===== src/core/ssr_map.svh =====
// register selectors, bit positions, limits and reset values of the status registers
`ifndef SSR_MAP_SVH
`define SSR_MAP_SVH

// register selectors on the command port
`define SSR_SEL_OP_EVENT   4'h0
`define SSR_SEL_OP_COND    4'h1
`define SSR_SEL_OP_ENABLE  4'h2
`define SSR_SEL_DQ_EVENT   4'h3
`define SSR_SEL_DQ_COND    4'h4
`define SSR_SEL_DQ_ENABLE  4'h5
`define SSR_SEL_PH_EVENT   4'h6
`define SSR_SEL_PH_COND    4'h7
`define SSR_SEL_PH_ENABLE  4'h8
`define SSR_SEL_PH_RISE    4'h9
`define SSR_SEL_PH_FALL    4'ha
`define SSR_SEL_PHASE      4'hb

// operation bit positions
`define SSR_OP_CAL         0
`define SSR_OP_TRANSIENT   3
`define SSR_OP_MEASURE     4

// doubtful-status bit positions
`define SSR_DQ_VOLT        0
`define SSR_DQ_OVERCUR     1
`define SSR_DQ_OVERTEMP    3
`define SSR_DQ_INHIBIT     9
`define SSR_DQ_ILIMIT      12
`define SSR_DQ_USED        16'h120b

// status byte bit positions
`define SSR_SB_DQ          3
`define SSR_SB_OP          7

// write limits
`define SSR_OP_ENABLE_MAX  16'h7fd7
`define SSR_PH_ENABLE_MAX  16'h7fff
`define SSR_PHASE_LAST     2'h2

// reset values
`define SSR_OP_ENABLE_RST  16'h0000
`define SSR_DQ_ENABLE_RST  16'h0000
`define SSR_PH_ENABLE_RST  16'h0000
`define SSR_PH_RISE_RST    16'h120b
`define SSR_PH_FALL_RST    16'h0000
`define SSR_PHASE_RST      2'h0

`endif


===== src/core/ssr_pkg.sv =====
// types shared by the status register bank
package ssr_pkg;

    typedef struct packed {
        logic measurement_done;
        logic transient_done;
        logic cal_done;
    } ssr_op_t;

    typedef struct packed {
        logic rms_current_limiting;
        logic remote_inhibit_active;
        logic over_temperature_trip;
        logic overcurrent_trip;
        logic voltage_fault_trip;
    } ssr_fault_t;

    typedef struct packed {
        logic        write;
        logic [3:0]  sel;
        logic [15:0] wdata;
    } ssr_cmd_t;

endpackage


===== src/core/ssr_status.sv =====
// status summary register bank with per-phase doubtful-status groups
`timescale 1ns/1ps
`include "ssr_map.svh"

module ssr_status (
    // clock and reset
    input  wire logic                        clk_i,
    input  wire logic                        reset_n_i,
    // status sources, asynchronous
    input  ssr_pkg::ssr_op_t                 op_done_i,
    input  ssr_pkg::ssr_fault_t              fault_i,
    input  ssr_pkg::ssr_fault_t [2:0]        phase_fault_i,
    // remote command port
    input  wire logic                        cmd_valid_i,
    input  ssr_pkg::ssr_cmd_t                cmd_i,
    output logic                             rsp_valid_o,
    output logic [15:0]                      rsp_data_o,
    output logic                             rsp_error_o,
    // summaries
    output logic [7:0]                       status_byte_o,
    output logic [2:0]                       per_phase_summary_o
);

    function automatic logic [15:0] fault_word(input ssr_pkg::ssr_fault_t f);
        logic [15:0] w;
        w = 16'h0000;
        w[`SSR_DQ_VOLT]     = f.voltage_fault_trip;
        w[`SSR_DQ_OVERCUR]  = f.overcurrent_trip;
        w[`SSR_DQ_OVERTEMP] = f.over_temperature_trip;
        w[`SSR_DQ_INHIBIT]  = f.remote_inhibit_active;
        w[`SSR_DQ_ILIMIT]   = f.rms_current_limiting;
        return w;
    endfunction

    function automatic logic [15:0] op_word(input ssr_pkg::ssr_op_t o);
        logic [15:0] w;
        w = 16'h0000;
        w[`SSR_OP_CAL]   = o.cal_done;
        w[`SSR_OP_TRANSIENT] = o.transient_done;
        w[`SSR_OP_MEASURE]   = o.measurement_done;
        return w;
    endfunction

    function automatic logic [15:0] edges(input logic [15:0] now, input logic [15:0] prev,
                                          input logic [15:0] rise, input logic [15:0] fall);
        return (now & ~prev & rise) | (~now & prev & fall);
    endfunction

    // synchronisers; the first stage feeds only the second
    ssr_pkg::ssr_op_t           op_s1, op_s2, op_prev;
    ssr_pkg::ssr_fault_t        dq_s1, dq_s2, dq_prev;
    ssr_pkg::ssr_fault_t [2:0]  ph_s1, ph_s2, ph_prev;

    // register state
    logic [15:0]        op_event, dq_event, op_enable, dq_enable;
    logic [2:0][15:0]   ph_event, ph_enable, ph_rise, ph_fall;
    logic [1:0]         phase_sel;
    logic [15:0]        next_op_event, next_dq_event, next_op_enable, next_dq_enable;
    logic [2:0][15:0]   next_ph_event, next_ph_enable, next_ph_rise, next_ph_fall;
    logic [1:0]         next_phase_sel;
    logic               next_rsp_valid, next_rsp_error;
    logic [15:0]        next_rsp_data;
    logic [7:0]         next_status_byte;
    logic [2:0]         next_per_phase_summary;

    // decoded
    logic        rd, wr, op_clr, dq_clr;
    logic [15:0] op_cond, dq_cond, op_set, dq_set;
    logic [2:0]  ph_clr;

    always_comb
    begin
        rd      = cmd_valid_i & ~cmd_i.write;
        wr      = cmd_valid_i & cmd_i.write;
        op_cond = op_word(op_s2);
        dq_cond = fault_word(dq_s2);
        // main groups latch every rising condition
        op_set  = edges(op_cond, op_word(op_prev), 16'hffff, 16'h0000);
        dq_set  = edges(dq_cond, fault_word(dq_prev), 16'hffff, 16'h0000);
        op_clr  = rd & (cmd_i.sel == `SSR_SEL_OP_EVENT);
        dq_clr  = rd & (cmd_i.sel == `SSR_SEL_DQ_EVENT);
        ph_clr  = 3'h0;
        ph_clr[phase_sel] = rd & (cmd_i.sel == `SSR_SEL_PH_EVENT);

        next_op_enable = op_enable;
        next_dq_enable = dq_enable;
        next_ph_enable = ph_enable;
        next_ph_rise   = ph_rise;
        next_ph_fall   = ph_fall;
        next_phase_sel = phase_sel;
        next_rsp_valid = cmd_valid_i;
        next_rsp_data  = 16'h0000;
        next_rsp_error = 1'b0;

        // a set in the clearing cycle survives the clear
        next_op_event = (op_event & ~{16{op_clr}}) | op_set;
        next_dq_event = (dq_event & ~{16{dq_clr}}) | dq_set;
        for (int p = 0; p < 3; p++)
        begin
            next_ph_event[p] = (ph_event[p] & ~{16{ph_clr[p]}})
                             | edges(fault_word(ph_s2[p]), fault_word(ph_prev[p]),
                                     ph_rise[p], ph_fall[p]);
        end

        if (rd)
        begin
            case (cmd_i.sel)
                `SSR_SEL_OP_EVENT:  next_rsp_data = op_event;
                `SSR_SEL_OP_COND:   next_rsp_data = op_cond;
                `SSR_SEL_OP_ENABLE: next_rsp_data = op_enable;
                `SSR_SEL_DQ_EVENT:  next_rsp_data = dq_event;
                `SSR_SEL_DQ_COND:   next_rsp_data = dq_cond;
                `SSR_SEL_DQ_ENABLE: next_rsp_data = dq_enable;
                `SSR_SEL_PH_EVENT:  next_rsp_data = ph_event[phase_sel];
                `SSR_SEL_PH_COND:   next_rsp_data = fault_word(ph_s2[phase_sel]);
                `SSR_SEL_PH_ENABLE: next_rsp_data = ph_enable[phase_sel];
                `SSR_SEL_PH_RISE:   next_rsp_data = ph_rise[phase_sel];
                `SSR_SEL_PH_FALL:   next_rsp_data = ph_fall[phase_sel];
                `SSR_SEL_PHASE:     next_rsp_data = {14'h0000, phase_sel};
                default:            next_rsp_error = 1'b1;
            endcase
        end
        else if (wr)
        begin
            // out-of-range values are refused, the register keeps its value
            case (cmd_i.sel)
                `SSR_SEL_OP_ENABLE:
                begin
                    if (cmd_i.wdata > `SSR_OP_ENABLE_MAX)
                        next_rsp_error = 1'b1;
                    else
                        next_op_enable = cmd_i.wdata;
                end
                `SSR_SEL_DQ_ENABLE: next_dq_enable = cmd_i.wdata;
                `SSR_SEL_PH_ENABLE:
                begin
                    if (cmd_i.wdata > `SSR_PH_ENABLE_MAX)
                        next_rsp_error = 1'b1;
                    else
                        next_ph_enable[phase_sel] = cmd_i.wdata;
                end
                `SSR_SEL_PH_RISE:   next_ph_rise[phase_sel] = cmd_i.wdata & `SSR_DQ_USED;
                `SSR_SEL_PH_FALL:   next_ph_fall[phase_sel] = cmd_i.wdata & `SSR_DQ_USED;
                `SSR_SEL_PHASE:
                begin
                    if (cmd_i.wdata > {14'h0000, `SSR_PHASE_LAST})
                        next_rsp_error = 1'b1;
                    else
                        next_phase_sel = cmd_i.wdata[1:0];
                end
                // event and condition registers take no writes
                default:            next_rsp_error = 1'b1;
            endcase
        end

        // summaries follow the registers each cycle, one flop later
        next_status_byte = 8'h00;
        next_status_byte[`SSR_SB_OP] = |(op_event & op_enable);
        next_status_byte[`SSR_SB_DQ] = |(dq_event & dq_enable);
        for (int p = 0; p < 3; p++)
        begin
            next_per_phase_summary[p] = |(ph_event[p] & ph_enable[p]);
        end
    end

    always_ff @(posedge clk_i or negedge reset_n_i)
    begin
        if (!reset_n_i)
        begin
            op_s1               <= '0;
            op_s2               <= '0;
            op_prev             <= '0;
            dq_s1               <= '0;
            dq_s2               <= '0;
            dq_prev             <= '0;
            ph_s1               <= '0;
            ph_s2               <= '0;
            ph_prev             <= '0;
            op_event            <= 16'h0000;
            dq_event            <= 16'h0000;
            ph_event            <= '0;
            op_enable           <= `SSR_OP_ENABLE_RST;
            dq_enable           <= `SSR_DQ_ENABLE_RST;
            ph_enable           <= {3{`SSR_PH_ENABLE_RST}};
            ph_rise             <= {3{`SSR_PH_RISE_RST}};
            ph_fall             <= {3{`SSR_PH_FALL_RST}};
            phase_sel           <= `SSR_PHASE_RST;
            rsp_valid_o         <= 1'b0;
            rsp_data_o          <= 16'h0000;
            rsp_error_o         <= 1'b0;
            status_byte_o       <= 8'h00;
            per_phase_summary_o <= 3'h0;
        end
        else
        begin
            op_s1               <= op_done_i;
            op_s2               <= op_s1;
            op_prev             <= op_s2;
            dq_s1               <= fault_i;
            dq_s2               <= dq_s1;
            dq_prev             <= dq_s2;
            ph_s1               <= phase_fault_i;
            ph_s2               <= ph_s1;
            ph_prev             <= ph_s2;
            op_event            <= next_op_event;
            dq_event            <= next_dq_event;
            ph_event            <= next_ph_event;
            op_enable           <= next_op_enable;
            dq_enable           <= next_dq_enable;
            ph_enable           <= next_ph_enable;
            ph_rise             <= next_ph_rise;
            ph_fall             <= next_ph_fall;
            phase_sel           <= next_phase_sel;
            rsp_valid_o         <= next_rsp_valid;
            rsp_data_o          <= next_rsp_data;
            rsp_error_o         <= next_rsp_error;
            status_byte_o       <= next_status_byte;
            per_phase_summary_o <= next_per_phase_summary;
        end
    end
endmodule


===== config.mk =====
export PLATFORM = sky130hd
export DESIGN_NAME = ssr_status
export DESIGN_NICKNAME = d
export VERILOG_FILES = /design/src/core/ssr_pkg.sv /design/src/core/ssr_status.sv
export VERILOG_INCLUDE_DIRS = /design/src /design/src/core
export SDC_FILE = /design/constraint.sdc
export NUM_CORES = 1
export LEC_CHECK = 0
export BUFFER_PORTS_ARGS = -buffer_cell sky130_fd_sc_hd__buf_2
export CORE_MARGIN = 3
export CORE_UTILIZATION = 60
export DETAILED_ROUTE_END_ITERATION = 8
export GPL_ROUTABILITY_DRIVEN = 0
export PLACE_DENSITY = 0.81
export SYNTH_ARGS = -nofsm -noshare
export SYNTH_HDL_FRONTEND = slang
export SYNTH_SLANG_ARGS = --single-unit

===== constraint.sdc =====
create_clock -name clk_i -period 3.65 [get_ports clk_i]
set_input_delay 0 -clock clk_i [delete_from_list [all_inputs] [get_ports clk_i]]
set_output_delay 0 -clock clk_i [all_outputs]
set_load 0.1 [all_outputs]

# After elaboration in Yosys (flattened, before gate mapping)
# Cells that the tools add are included.
dict set report classes {
  reduce_logical 15
  bitwise 56
  mux 26
  eq_ne 11
  n_lt_le_gt_ge 5
}
# cell n
set ops {}
lappend ops {{$and 16x16->16} 16}
lappend ops {{$pmux 16 s12} 1}
lappend ops {{$bwmux 48} 3}
lappend ops {{$bmux 16 s2} 4}
lappend ops {{$or 16x16->16} 8}
lappend ops {{$not 13->16} 7}
lappend ops {{$mux 16} 6}
lappend ops {{$not 16->16} 5}
lappend ops {{$reduce_or 16->1} 5}
lappend ops {{$and 13x16->16} 4}
lappend ops {{$and 16x13->16} 3}
lappend ops {{$demux 16 s2} 1}
lappend ops {{$gt 16x15->1 const B} 2}
lappend ops {{$and 5x16->16} 1}
lappend ops {{$eq 4x3->1 const B} 4}
lappend ops {{$eq 4x4->1 const B} 4}
lappend ops {{$gt 16x2->1 const B} 1}
lappend ops {{$not 5->16} 1}
lappend ops {{$reduce_and 4->1} 3}
lappend ops {{$reduce_or 12->1} 1}
lappend ops {{$bmux 5 s2} 1}
lappend ops {{$reduce_and 3->1} 3}
lappend ops {{$eq 4x2->1 const B} 2}
lappend ops {{$mux 1} 7}
lappend ops {{other kinds (12)} 20}
dict set report word_totals {
  ff_bits 350
  elab_cells 204
}

# Longest topological paths before layout
dict set report logic_depth {
  depth_word 8
  ltp_mapped 8
}

# Least setup slack after synthesis
# No wires, ideal clock.
dict set report synth_timing {
  path_kind {register to register}
  from {register phase_sel[1]}
  to {register rsp_data_o[0]}
  arrival_time_ps 1528
  setup_slack_ps 1979
  stages_incl_launch_ff 8
  required_ps 3507
  cell_sequence {dfrtp_1 -> buf_2 -> buf_2 -> clkbuf_1 -> a211oi_1 -> nor3_1 -> a2111oi_0 -> a31oi_1}
}
dict set report synth_via {
  elab_chain_len 4
  word_cells_on_any_way 12
  cone_classes {mux (12)}
}
# element line
set synth_lines {}
lappend synth_lines {{start: declaration} ssr_status.sv:57} ;# logic [1:0] phase_sel;
lappend synth_lines {{start signal: assignment} ssr_status.sv:187} ;# phase_sel <= `SSR_PHASE_RST;
lappend synth_lines {{start signal: assignment} ssr_status.sv:213} ;# phase_sel <= next_phase_sel;
lappend synth_lines {{$bmux 16 s2 (tied with other cells)} ssr_status.sv:118} ;# `SSR_SEL_PH_FALL: next_rsp_data = ph_fall[phase_sel];
lappend synth_lines {{$mux 16 (implied by the code) (tied with other cells)} ssr_status.sv:118}
lappend synth_lines {{$pmux 16 s12 *} ssr_status.sv:107} ;# case (cmd_i.sel)
lappend synth_lines {{$mux 16 *} ssr_status.sv:105} ;# if (rd)
lappend synth_lines {{net next_rsp_data[0]} ssr_status.sv:62} ;# logic [15:0] next_rsp_data;
lappend synth_lines {{end signal: assignment} ssr_status.sv:215} ;# rsp_data_o <= next_rsp_data;
lappend synth_lines {{end: declaration} ssr_status.sv:17} ;# output logic [15:0] rsp_data_o,
# Mark *: on every way through the listed nets, which the timed path passes. The rest lies on a longest branch. The select of a mux whose other input is x is not followed.
# A chain may end at the register's enable or synchronous reset.

# Final worst setup path
dict set report layout_timing {
  from {register phase_sel[1]}
  to {register ph_enable[18] in the netlist's numbering}
}
dict set report layout_via {
  elab_chain_len 5
  word_cells_on_any_way 6
  cone_classes {order compare (2); mux (3); reduce/logical (1)}
}
# element line
set layout_lines {}
lappend layout_lines {{$lt 2x3->1 / $ge 2x1->1 (equally long branches)} ssr_status.sv:140} ;# next_ph_enable[phase_sel] = cmd_i.wdata;
lappend layout_lines {{$logic_and 1x1->1} ssr_status.sv:140}
lappend layout_lines {{$mux 16} ssr_status.sv:140}
lappend layout_lines {{$demux 16 s2 *} ssr_status.sv:140}
lappend layout_lines {{$bwmux 48 *} ssr_status.sv:140}
lappend layout_lines {{end signal: assignment} ssr_status.sv:184} ;# ph_enable <= {3{`SSR_PH_ENABLE_RST}};
lappend layout_lines {{end signal: assignment} ssr_status.sv:210} ;# ph_enable <= next_ph_enable;
lappend layout_lines {{end: declaration} ssr_status.sv:56} ;# logic [2:0][15:0] ph_event, ph_enable, ph_rise, ph_fall;
# Mark *: on every way between the ends. The rest lies on a longest branch, timed or not.

==> flow_summary.ini <==
[detailed_routing]
drc = 0
drt-total-wl_um = 30800
drt_iter0_markers = 925
drt_first_pass_iters = 5
drtAntennaViolNets = 0
vias_per_cell = 6.26
wl_per_cell_um = 22.6
dr_total_vias = 8526

[clocking]
postCtsHoldBufs = 42
htree_levels = 1
cts_sinks = 284
clkTransAtPathRegs_ns = 0.06
cts_tree = yes
clockBufferDepth = 3
insertion_delay_ns = 0.55
post_cts_buffers = 0
cts_resized = 0
cts_root_buffer = clkbuf_16
numCtsBuffers = 29

[timing]
fin_crit_ns = 2.56
slew_headroom_pct = 31.2
skew_ns = 0.0228
setup_viol = 0
tightest_slew_ns = 1.03
period_share_pct = 70.2
rsz0062_at_grt = false
slew_violations = 0
hold_viol = 0
fmax_ghz = 0.390
layout_setup_ws_ns = 1.09
fin_tns_setup_ns = 0

[logic_synthesis]
async_flop_share_pct = 100
synth_area_um2 = 12100
ys_types = 59
synth-warning-count = 0
yosysSeqAreaShare_pct = 59.0
avgSynthCellArea_um2 = 12.4
synth_flop_cell = dfrtp_1
synth_edf_count = 0
synth-seq-cells = 284
syn_inst = 971

[floorplanning]
dieHeight_um = 148
rows = 51
io_pins = 76
core_region_area_um2 = 19600
start_util_pct = 61.6
die_x_um = 148
fp.dieArea_um2 = 21900

[critical_path]
worstSetupPathType = flop to flop
startpoint_type = flop
critPathRequiredTime_ns = 4.06
crit_fanout = 48
worst_setup_path_end_kind = flop
crit_end = ph_enable[18]
rr_worst_depth = 4
crit_start = phase_sel[1]
r2r_start = phase_sel[1]
timing.rr.end = ph_enable[18]
r2r_slack_ns = 1.09
crit_arrival_ns = 2.97

[pwr]
max-vdd-ir-drop_uv = 434
powerDensity_nw_per_um2 = 510
leakage_nw = 6.30

[run_status]
status = finished, final reports clean

[global_route]
antenna_found_initial = 0
grt_pass1_wl_um = 47800
gr-total-overflow = 0
grt_pass1_vias = 8428
grt_max_degree = 117
grtUsageTotal_pct = 28.1

[placed_design]
dp_hpwl_um = 20100
pre_cts_ws_ns = 1.16
io_buffers = 69

[layout]
seq_area_um2 = 7130
final_cell_mix = dfrtp_1, mux2_2, nand2_1
final_util_pct = 71.6
antenna_cells = 0
multi_input_area_um2 = 4640
layout_commonest_cell = dfrtp_1
area_growth_pct = 16.2
finish.net_count = 1121
final_layout_size_suffix_gt1_share_pct = 25.1
fillers = 1351

[min_path]
hold_class = input pin to asynchronous set/reset pin

[flow_run]
maxCapViolCount = 0
-- Yosys cell counts (all sizes together) (5+ instances only) --
| master | number | area [µm²] |
|---|---|---|
| a2bb2oi | 11 | 96.3 |
| o211ai | 19 | 143 |
| a22o | 33 | 289 |
| buf | 23 | 144 |
| and2 | 60 | 375 |
| nor2 | 25 | 116 |
| a211oi | 5 | 37.5 |
| a31oi | 8 | 50.1 |
| mux2i | 43 | 430 |
| a221oi | 21 | 184 |
| dfstp | 15 | 394 |
| a22oi | 24 | 180 |
| mux2 | 110 | 1240 |
| a21oi | 19 | 95.1 |
| nand3b | 21 | 158 |
| o21ai | 49 | 245 |
| nor3 | 10 | 93.8 |
| inv | 14 | 52.6 |
| nand2b | 9 | 63.8 |
| nand2 | 76 | 298 |
| nor2b | 14 | 87.6 |
| nor4 | 6 | 37.5 |
| dfrtp | 269 | 6730 |
| nand4 | 8 | 50.1 |
| clkbuf | 33 | 124 |
| nand3 | 14 | 80.1 |
-- worst min path at each step --
stage | from | endpoint | slack (ns) | cells past startpoint
final | reset_n_i | dq_enable[8] | 0.004 | 2
after global routing | reset_n_i | dq_enable[8] | 0.05 | 2
after CTS | reset_n_i | dq_enable[8] | 0.02 | 2
after detailed placement | reset_n_i | dq_enable[8] | -0.02 | 1
after global placement | reset_n_i | dq_enable[5] | -0.02 | 1
after floorplan | reset_n_i | dq_cond[0] | -0.30 | 0
-- cells by family (layout without fill, tap and decap cells) --
kind of cell / Yosys count / in the layout / share of synthesized area [%]
compound gates: 207 / 207 / 12.2
simple gates: 255 / 255 / 12.1
buf+inv: 70 / 191 / 2.65
mux: 154 / 154 / 14.0
other cells: 1 / 6 / 0.0311
flops: 284 / 284 / 59.0
-- registers in the layout, indices dropped and copies added, names as in the netlist, 16 cells and up --
signal      count
rsp_data_o     16
ph_event       48
dq_enable      16
op_enable      16
dq_event       16
op_event       16
ph_enable      48
-- critical path, stage by stage (launching register included) --
cell and delay [ns]:
dfrtp_2 0.75, inv_1 0.48, nand2_1 0.26, nor2_4 0.51, mux2_2 0.40
-- per-stage QoR --
| step | hold WS (ns) | std cells | cell area [µm²] | power, mW |
|---|---|---|---|---|
| 6_report | 0.00441 | 1362 | 14000 | 7.16 |
| 5_1_grt | 0.0546 | 1362 | 14000 | 7.39 |
| 4_1_cts | 0.0181 | 1362 | 14000 | 7.19 |
| 3_5_place_dp | -0.0182 | 1266 | 12600 | 4.17 |
| 3_3_place_gp | -0.0207 | 1266 | 12600 | 4.15 |
| 2_1_floorplan | -0.296 | 976 | 12100 | 3.90 |
-- per-layer routing --
layer | track usage (%) | part of all wire, % | up-vias
met5 | 0 | 0 | -
met3 | 4.48 | 7.6 | 88
met4 | 8.91 | 3.5 | 0
li1 | - | - | 3735
met1 | 38.8 | 41 | 4282
met2 | 46.6 | 48 | 421
-- report_power, final --
part | internal (mW) | leakage, nW | total (mW) | switching [mW]
Sequential | 3.33 | 3.57 | 3.46 | 0.133
Clock | 1.81 | 0.493 | 3.00 | 1.18
Combinational | 0.249 | 2.24 | 0.700 | 0.451
Total | 5.39 | 6.30 | 7.16 | 1.77
-- area by class of cell --
type	instances	share of cell area [%]
sequential	284	50.8
multi-input combinational	622	33.1
timing repair buffer	123	6.35
clock buffer	42	6.02
tap	265	2.36
clock inverter	12	0.990
inverter	14	0.375
Note: power is estimated with default switching activity, not from simulation.
